## src/inc/can_mailbox_defines.vh

```
// register offsets, field positions and reset values of the mailbox store
// included by the mailbox store module; definitions only
`ifndef CAN_MAILBOX_DEFINES_VH
`define CAN_MAILBOX_DEFINES_VH
// per-mailbox word offsets inside a mailbox block
`define MB_WORD_CTRL 2'h0
`define MB_WORD_LEN 2'h1
`define MB_WORD_DLO 2'h2
`define MB_WORD_DHI 2'h3
// mailbox block base index: addr[7:4]; tx 0..2, rx 3..4
`define MB_RX_BASE 4'h3
`define MB_RX_LAST 4'h4
// fields
`define LEN_STAMP_HI 31
`define LEN_STAMP_LO 16
`define LEN_FILT_HI 15
`define LEN_FILT_LO 8
`define LEN_STAMP_EN 8
`define LEN_COUNT_HI 3
`define SEND_REQ_BIT 0
`define MAX_BYTES 4'h8
`define FIFO_DEPTH 3
`define RESET_WORD 32'h00000000
`define ERR_ADDR_RESP 1'b1
`endif

```

## src/verilog/can_mailbox_message_store.v

```verilog
// message storage of a can controller: three tx mailboxes, two 3-deep rx fifos
// assumes an apb master on core_clk, and a protocol engine on the same clock
// Notes on behaviour
// - tx mailbox writes ignored while message pending
// - timer captured into tx stamp at sof
// - stamp send enable only in time-triggered mode
// - stamp bytes replace data bytes six, seven
// - tx byte count in bits 3:0, 0..8; the register keeps 9..15 and reads them back, and the engine gets 8
// - data bytes little-endian in low/high words
// - rx identifier bits 31:21 and 20:3
// - rx bit 2 shows identifier format
// - rx bit 1 frame kind, bit 0 zero
// - rx mailbox registers read-only to software
// - rx stamp stored in bits 31:16
// - rx filter hit number in bits 15:8
// - rx length 0..8, zero for remote
// - request bit set by software, hardware clears
// - three tx mailboxes, two 3-level rx fifos
//
// Decided for this implementation: the address map and the APB slave port.
`timescale 1ns/1ps
`default_nettype none
`include "can_mailbox_defines.vh"
module can_mailbox_message_store (
	// clock and reset
	input wire core_clk,
	input wire sys_rst,
	// apb slave
	input wire psel,
	input wire penable,
	input wire pwrite,
	input wire [7:0] paddr,
	input wire [31:0] pwdata,
	output reg [31:0] prdata,
	output reg pready,
	output reg pslverr,
	// protocol engine side
	input wire [15:0] can_timer,
	input wire time_trig_mode,
	input wire [1:0] tx_sof_sel,
	input wire tx_sof,
	input wire [1:0] tx_done_sel,
	input wire tx_done,
	input wire [1:0] tx_read_sel,
	output reg [2:0] tx_send_request,
	output reg [3:0] tx_byte_count_out,
	output reg [63:0] tx_frame_data,
	// receive write side
	input wire rx_push,
	input wire rx_push_fifo,
	input wire [28:0] rx_ident_in,
	input wire rx_ident_format_in,
	input wire rx_frame_kind_in,
	input wire [15:0] rx_stamp_in,
	input wire [7:0] rx_filter_in,
	input wire [3:0] rx_byte_count_in,
	input wire [63:0] rx_data_in,
	input wire [1:0] rx_release,
	output reg [3:0] rx_fill_levels,
	output reg [1:0] rx_overrun_r
);
	// tx mailbox views; each mailbox keeps its own flops in its generate pass
	// so that no register is written from more than one process
	wire [31:0] tx_ident_w [0:2];
	wire [15:0] tx_stamp_w [0:2];
	wire [2:0] tx_stamp_send_enable_w;
	wire [3:0] tx_byte_count_w [0:2];
	wire [31:0] tx_dlo_w [0:2];
	wire [31:0] tx_dhi_w [0:2];
	// per-mailbox request set and clear, merged in one process below
	wire [2:0] tx_req_set;
	wire [2:0] tx_req_clr;
	// rx fifo storage: entry = fifo*3 + slot
	reg [31:0] rx_id_mem [0:5];
	reg [31:0] rx_len_mem [0:5];
	reg [31:0] rx_dlo_mem [0:5];
	reg [31:0] rx_dhi_mem [0:5];
	reg [1:0] rx_head_r [0:1];
	reg [1:0] rx_cnt_r [0:1];
	wire [3:0] blk;
	wire [1:0] wsel;
	wire wr_acc;
	wire rd_acc;
	reg [31:0] rd_nxt;
	reg err_nxt;
	integer i;
	assign blk = paddr[7:4];
	assign wsel = paddr[3:2];
	// pready is registered: one wait cycle per access
	assign wr_acc = psel & penable & pwrite & ~pready;
	assign rd_acc = psel & penable & ~pwrite & ~pready;
	// wrap helper for a 3-slot ring
	function [1:0] ring_inc;
		input [1:0] v;
		begin
			ring_inc = (v == 2'h2) ? 2'h0 : v + 2'h1;
		end
	endfunction
	// stored byte count clipped to the legal range
	function [3:0] clip_count;
		input [3:0] c;
		begin
			clip_count = (c > `MAX_BYTES) ? `MAX_BYTES : c;
		end
	endfunction
	// tx mailboxes, one per generate pass
	genvar g;
	generate
		for (g = 0; g < 3; g = g + 1)
		begin : gen_tx
			reg [31:0] ident_r;
			reg [15:0] stamp_r;
			reg en_r;
			reg [3:0] count_r;
			reg [31:0] dlo_r;
			reg [31:0] dhi_r;
			wire hit;
			wire pend;
			assign hit = (blk == g) & wr_acc;
			assign pend = tx_send_request[g];
			// done wins over a same-cycle set; a set needs an empty mailbox anyway
			assign tx_req_clr[g] = tx_done & (tx_done_sel == g);
			assign tx_req_set[g] = hit & (wsel == `MB_WORD_CTRL) & ~pend
				& pwdata[`SEND_REQ_BIT];
			// exported views for the read mux and the engine side
			assign tx_ident_w[g] = ident_r;
			assign tx_stamp_w[g] = stamp_r;
			assign tx_stamp_send_enable_w[g] = en_r;
			assign tx_byte_count_w[g] = count_r;
			assign tx_dlo_w[g] = dlo_r;
			assign tx_dhi_w[g] = dhi_r;
			always @(posedge core_clk)
			begin
				if (sys_rst)
				begin
					ident_r <= `RESET_WORD;
					stamp_r <= 16'h0000;
					en_r <= 1'b0;
					count_r <= 4'h0;
					dlo_r <= `RESET_WORD;
					dhi_r <= `RESET_WORD;
				end
				else
				begin
					// identifier word only while empty; bit 0 lives in the request flops
					if (!tx_req_clr[g] && hit && wsel == `MB_WORD_CTRL && !pend)
						ident_r <= {pwdata[31:1], 1'b0};
					// the timer is sampled by the engine's start-of-frame strobe
					if (tx_sof && tx_sof_sel == g)
						stamp_r <= can_timer;
					// data words frozen while pending
					if (hit && !pend)
					begin
						if (wsel == `MB_WORD_LEN)
						begin
							en_r <= pwdata[`LEN_STAMP_EN];
							count_r <= pwdata[`LEN_COUNT_HI:0];
						end
						if (wsel == `MB_WORD_DLO)
							dlo_r <= pwdata;
						if (wsel == `MB_WORD_DHI)
							dhi_r <= pwdata;
					end
				end
			end
		end
	endgenerate
	// send requests of all mailboxes in one process: one driver for the vector
	always @(posedge core_clk)
	begin
		if (sys_rst)
			tx_send_request <= 3'b000;
		else
			tx_send_request <= (tx_send_request | tx_req_set) & ~tx_req_clr;
	end
	// frame data seen by the engine, stamp substituted
	always @(posedge core_clk)
	begin
		if (sys_rst)
		begin
			tx_frame_data <= 64'h0000000000000000;
			tx_byte_count_out <= 4'h0;
		end
		else
		begin
			// an over-long count is kept and read back as written, but never passed to the engine above eight
			tx_byte_count_out <= clip_count(tx_byte_count_w[tx_read_sel]);
			tx_frame_data <= {tx_dhi_w[tx_read_sel], tx_dlo_w[tx_read_sel]};
			// only honoured in time-triggered mode
			if (time_trig_mode && tx_stamp_send_enable_w[tx_read_sel])
			begin
				// byte 7 = stamp low, byte 6 = stamp high; length 8 left to software
				tx_frame_data[63:48] <= {tx_stamp_w[tx_read_sel][7:0],
					tx_stamp_w[tx_read_sel][15:8]};
			end
		end
	end
	// rx fifos: push at tail, release pops head
	always @(posedge core_clk)
	begin
		if (sys_rst)
		begin
			for (i = 0; i < 2; i = i + 1)
			begin
				rx_head_r[i] <= 2'h0;
				rx_cnt_r[i] <= 2'h0;
			end
			rx_overrun_r <= 2'b00;
			rx_fill_levels <= 4'h0;
		end
		else
		begin
			for (i = 0; i < 2; i = i + 1)
			begin : fifo_upd
				reg do_push;
				reg do_pop;
				reg [2:0] tail;
				do_push = rx_push && (rx_push_fifo == i) && (rx_cnt_r[i] != `FIFO_DEPTH);
				do_pop = rx_release[i] && (rx_cnt_r[i] != 2'h0);
				// head 2 plus count 2 needs a third bit before the wrap
				tail = {1'b0, rx_head_r[i]} + {1'b0, rx_cnt_r[i]};
				if (tail > 3'h2)
					tail = tail - 3'h3;
				if (rx_push && (rx_push_fifo == i) && (rx_cnt_r[i] == `FIFO_DEPTH))
					rx_overrun_r[i] <= 1'b1;
				if (do_push)
				begin
					rx_id_mem[i * 3 + tail] <= {rx_ident_in, rx_ident_format_in,
						rx_frame_kind_in, 1'b0};
					rx_len_mem[i * 3 + tail] <= {rx_stamp_in, rx_filter_in, 4'h0,
						rx_frame_kind_in ? 4'h0 : clip_count(rx_byte_count_in)};
					rx_dlo_mem[i * 3 + tail] <= rx_data_in[31:0];
					rx_dhi_mem[i * 3 + tail] <= rx_data_in[63:32];
				end
				if (do_pop)
					rx_head_r[i] <= ring_inc(rx_head_r[i]);
				rx_cnt_r[i] <= rx_cnt_r[i] + {1'b0, do_push} - {1'b0, do_pop};
			end
			rx_fill_levels <= {rx_cnt_r[1], rx_cnt_r[0]};
		end
	end
	// read mux; rx exposes only the oldest entry
	always @*
	begin : rd_mux
		reg [2:0] e;
		e = 3'h0;
		rd_nxt = `RESET_WORD;
		err_nxt = 1'b0;
		if (blk < `MB_RX_BASE)
		begin
			case (wsel)
				`MB_WORD_CTRL: rd_nxt = tx_ident_w[blk[1:0]] | {31'h0, tx_send_request[blk[1:0]]};
				`MB_WORD_LEN: rd_nxt = {tx_stamp_w[blk[1:0]], 7'h00,
					tx_stamp_send_enable_w[blk[1:0]], 4'h0, tx_byte_count_w[blk[1:0]]};
				`MB_WORD_DLO: rd_nxt = tx_dlo_w[blk[1:0]];
				default: rd_nxt = tx_dhi_w[blk[1:0]];
			endcase
		end
		else if (blk <= `MB_RX_LAST)
		begin
			// writes here fall through untouched
			e = (blk == `MB_RX_BASE) ? {1'b0, rx_head_r[0]} : 3'h3 + {1'b0, rx_head_r[1]};
			case (wsel)
				`MB_WORD_CTRL: rd_nxt = rx_id_mem[e];
				`MB_WORD_LEN: rd_nxt = rx_len_mem[e];
				`MB_WORD_DLO: rd_nxt = rx_dlo_mem[e];
				default: rd_nxt = rx_dhi_mem[e];
			endcase
		end
		else
			err_nxt = `ERR_ADDR_RESP;
	end
	// apb answer: pready one cycle after access phase begins
	always @(posedge core_clk)
	begin
		if (sys_rst)
		begin
			pready <= 1'b0;
			pslverr <= 1'b0;
			prdata <= `RESET_WORD;
		end
		else
		begin
			pready <= psel & penable & ~pready;
			pslverr <= psel & penable & ~pready & err_nxt;
			if (rd_acc)
				prdata <= err_nxt ? `RESET_WORD : rd_nxt;
		end
	end
endmodule // can_mailbox_message_store
`default_nettype wire

```

## config.mk

```make
export PLATFORM = sky130hd
export DESIGN_NAME = can_mailbox_message_store
export DESIGN_NICKNAME = d
export VERILOG_FILES = /design/src/verilog/can_mailbox_message_store.v
export VERILOG_INCLUDE_DIRS = /design/src /design/src/inc
export SDC_FILE = /design/constraint.sdc
export NUM_CORES = 2
export LEC_CHECK = 0
export ABC_AREA = 0
export BUFFER_PORTS_ARGS = -buffer_cell sky130_fd_sc_hd__buf_2
export CORE_MARGIN = 1
export CORE_UTILIZATION = 45
export CTS_CLUSTER_SIZE = 25
export DETAILED_ROUTE_END_ITERATION = 10
export HOLD_SLACK_MARGIN = 0.02
export PLACE_DENSITY = 0.64
export SYNTH_ARGS = -nofsm -noshare
export SYNTH_HDL_FRONTEND = slang
export SYNTH_SLANG_ARGS = --single-unit
```

## constraint.sdc

```tcl
create_clock -name core_clk -period 11.2 [get_ports core_clk]
set_input_delay 1.12 -clock core_clk [delete_from_list [all_inputs] [get_ports core_clk]]
set_output_delay 1.12 -clock core_clk [all_outputs]
set_load 0.02 [all_outputs]
```

==> summary.md <==
On the final layout, the worst clock skew is 24.1 ps. Cell internal power was estimated by the tool at 0.00816 W. CTS saw 1,205 sinks. The clock input transition at the sequential cells of the worst setup and hold paths came out at 60 ps. The slowest stage of the critical path is the sky130_fd_sc_hd__buf_4 cell. In this run the mean area of a mapped cell was 10.7 um^2.

Slack of the worst reg-to-reg path: 6180 ps. The number of DRC markers in iteration 0 was 4,444. The switching fraction of total power is 0.296, and the number of nets in the synthesized netlist is 4,844.

For this design the ratio of total power to cell area is 206 nW/um^2. The top-level I/O count was 308. The clock tree buffer depth came out at 3. The HPWL reported at the end of detailed placement came out at 92,900 um. The mean routed wirelength per cell is 24.8 um, and the required time reported for the critical path endpoint is 11,540 ps. X dimension of the die: 334 um. In this run the power spent charging and discharging nets is 0.00343 W. In the final design database the tool counted 4,968 nets. The largest single stage delay on the critical path is 840 ps. The cell count after placement was 6,108; the post-detailed-route via-to-cell ratio was 5.84. The proportion of synthesized chip area in sequential cells is 0.634, and the ratio of final minimum period to clock period is 0.448. Once the clock tree was built, the setup fixing pass inserted 0 buffers. The maximum number of pins on one net before global-route repair was 148. The register share of total power came out at 0.468. The pin slew with the least headroom to its limit is 1350 ps, and the initial antenna violation count is 64. The flip-flop and latch count after synthesis is 1,205.

Leaving out fill and tap cells, the most frequent cell in the layout is sky130_fd_sc_hd__nand2_1. The iteration count of the initial detailed-routing pass is 7. The max-slew violation count was 0. After detailed routing, the number of remaining DRC violations is 0. For this run, the leading register cell type out of synthesis is sky130_fd_sc_hd__edfxtp_1. The peak clock frequency supported by timing was 199 MHz; the number of I/O port buffers was 305. For the overall global routing resource usage, the log shows 0.276. The tool flagged a number of max-cap violations equal to 0.

Global routing finished with a remaining overflow of 0. Of all nets on the critical path, the largest fanout is 54. CTS placed an instance of sky130_fd_sc_hd__clkbuf_16 at the clock tree root. The worst setup path is of the reg -> reg kind. For the final instance count without filler cells, the log shows 6,347.

The library cells used most frequently in the layout, excluding fill and tap cells, are sky130_fd_sc_hd__nand2_1, sky130_fd_sc_hd__edfxtp_1, sky130_fd_sc_hd__a21oi_1. The number of global-route vias before repair is 34,300. The die covers 112,000 um^2. Row count: 121. The signal on the critical path passes through buf_4, ha_1, fa_1, ha_1, inv_1, a21oi_1, xnor2_1, ha_1, a22oi_1, or2_2, nor3_2, buf_4, buf_4.

The number of clock buffers added by TritonCTS is 121. The number of distinct standard cells referenced by the synthesized netlist is 75. The run gives 0 as the number of synthesis warnings.

The combinational share of power is 0.188. The clock period could shrink to 5020 ps. Setup repair after global routing left no endpoint under its margin. Post-synth design cell area: 49,700 um^2. The H-tree generated during clock tree synthesis spans 3 levels. The first global-routing pass estimated 229,000 um of wire. At the placement stage, the worst setup path has a slack of 6080 ps.

The fraction of synthesis flops using an asynchronous set or reset pin works out to 0. The die is 334 um tall. TritonCTS built the clock tree. Once detail routing completed, the nets flagged for antenna violations numbered 0.

The portion of total power attributed to the clock network is 0.344, and the number of synthesized flops with an enable pin is 742. The worst setup path is launched from a flop. The number of cells traversed by the worst register-to-register path is 13. The cell depth of the worst min-delay path is 2, and the clock insertion delay at the later pin of the skew report is 730 ps. Routability-driven placement finished with a final weighted congestion of 0.878.

In this run the worst hold path is classified as reg -> reg. Setup slack closes at 6180 ps. Element type at the critical path end: a flop. Gates resized during post-CTS repair numbered 0. Relative area change from synthesis to final layout: 13.0%.

For the worst setup path, the data arrival time is 5360 ps. Setup violations remaining at the end of the flow were counted as 0. Buffers inserted to repair hold after CTS numbered 0. The final core utilization is 0.515. The core region is 109,000 um^2. The total via count in the routed design was 37,000.

The final layout contains routed wiring with a total length of 158,000 um. The leakage dissipation is 19.6 nW, and the worst max-slew margin expressed relative to the limit is 0.0930. The number of standard cells after synthesis came out at 4,631.

The run gives 0 as the number of hold-slack violations in the final timing report. The share of post-route cells with drive strength above 1 works out to 0.138. The run finished with clean final reports.

For the maximum VDD drop, the log shows 0.000188 V. The starting density of the core is 0.456.
[final timing paths]
| kind | start | endpoint |
|---|---|---|
| worst max register to register | rx_head_r[0][2] | rx_id_mem[0][22] |
| worst min-delay path | gen_tx[2].ident_r[28] | gen_tx[2].ident_r[28] |
| worst min register to register | gen_tx[2].ident_r[28] | gen_tx[2].ident_r[28] |
| worst max-delay path | rx_head_r[0][2] | rx_id_mem[0][22] |
[critical path: cells and delay by family, from the launching register on]
kind | cells | cell delay, ps
buffers and inverters | 4 | 1890
AOI/OAI and AO/OA | 2 | 240
and+or+nand+nor | 2 | 560
adders and majority gates | 4 | 1340
DFF | 1 | 360
xor gates and xnor gates | 1 | 110
[cells by family (layout without fill, tap and decap cells)]
logic type,after synthesis,in the layout,share of synthesized area
AO/OA/AOI/OAI,874,874,0.103
XOR/XNOR,7,7,0.00123
adder cells (fa/ha/maj),16,16,0.00433
buffers and inverters,389,613,0.0347
other,0,16,0
multiplexers,276,276,0.0667
AND/OR/NAND/NOR,1864,1864,0.155
flip-flops,1205,1205,0.634
[synthesized netlist by cell type (all sizes together) (29+ instances only)]
cell type | number | area share
nand2 | 1256 | 0.095
edfxtp | 742 | 0.45
a21oi | 506 | 0.051
dfxtp | 463 | 0.19
nand3 | 285 | 0.029
clkbuf | 220 | 0.017
nor2 | 220 | 0.017
mux2i | 215 | 0.044
buf | 150 | 0.017
a31oi | 81 | 0.010
o21ai | 72 | 0.0072
mux4 | 40 | 0.018
o211ai | 34 | 0.0051
a22oi | 29 | 0.0044
[final cells by class]
cell class	instances	area, um^2
flip-flops and latches	1205	31600
inverters	19	71.3
multi-input cells	3037	16600
diodes	16	40.0
clock buffers	173	3460
repair buffers	371	2150
well taps	1476	1850
clock inverters	50	445
fillers	9559	52900
[per-stage QoR]
| step | area (um^2) | total power, W | hold slack (ps) | TNS (ps) |
|---|---|---|---|---|
| 3_5_place_dp | 52300 | 0.00770 | 444 | 0 |
| 2_1_floorplan | 49700 | 0.00704 | 432 | -223610 |
| 5_1_grt | 56200 | 0.0120 | 466 | 0 |
| 6_report | 56200 | 0.0116 | 451 | 0 |
| 4_1_cts | 56200 | 0.0116 | 452 | 0 |
| 3_3_place_gp | 52300 | 0.00766 | 438 | 0 |
[state kept, by name, summed over array words and instances (netlist names), 32 cells and up]
register and count:
rx_dhi_mem 192, rx_dlo_mem 192, rx_id_mem 186, rx_len_mem 168, gen_tx.dhi_r 96, gen_tx.dlo_r 96, gen_tx.ident_r 93, tx_frame_data 64
gen_tx.stamp_r 48, prdata 32
[power by group through the flow]
stage | sequential (W) | combinational (W) | clock, W
after floorplan | 0.00564 | 0.00140 | 0
final | 0.00542 | 0.00218 | 0.00399
after global routing | 0.00546 | 0.00235 | 0.00420
after CTS | 0.00542 | 0.00219 | 0.00403
after global placement | 0.00550 | 0.00216 | 0
after detailed placement | 0.00551 | 0.00218 | 0
[routing by layer]
layer | vias up | share of wire | GRT usage
li1 | 16700 | - | -
met1 | 18100 | 0.40 | 0.370
met2 | 1833 | 0.46 | 0.431
met3 | 378 | 0.099 | 0.0642
met4 | 44 | 0.040 | 0.111
met5 | - | 0.0018 | 0
Power figures use the tool's default switching activity.
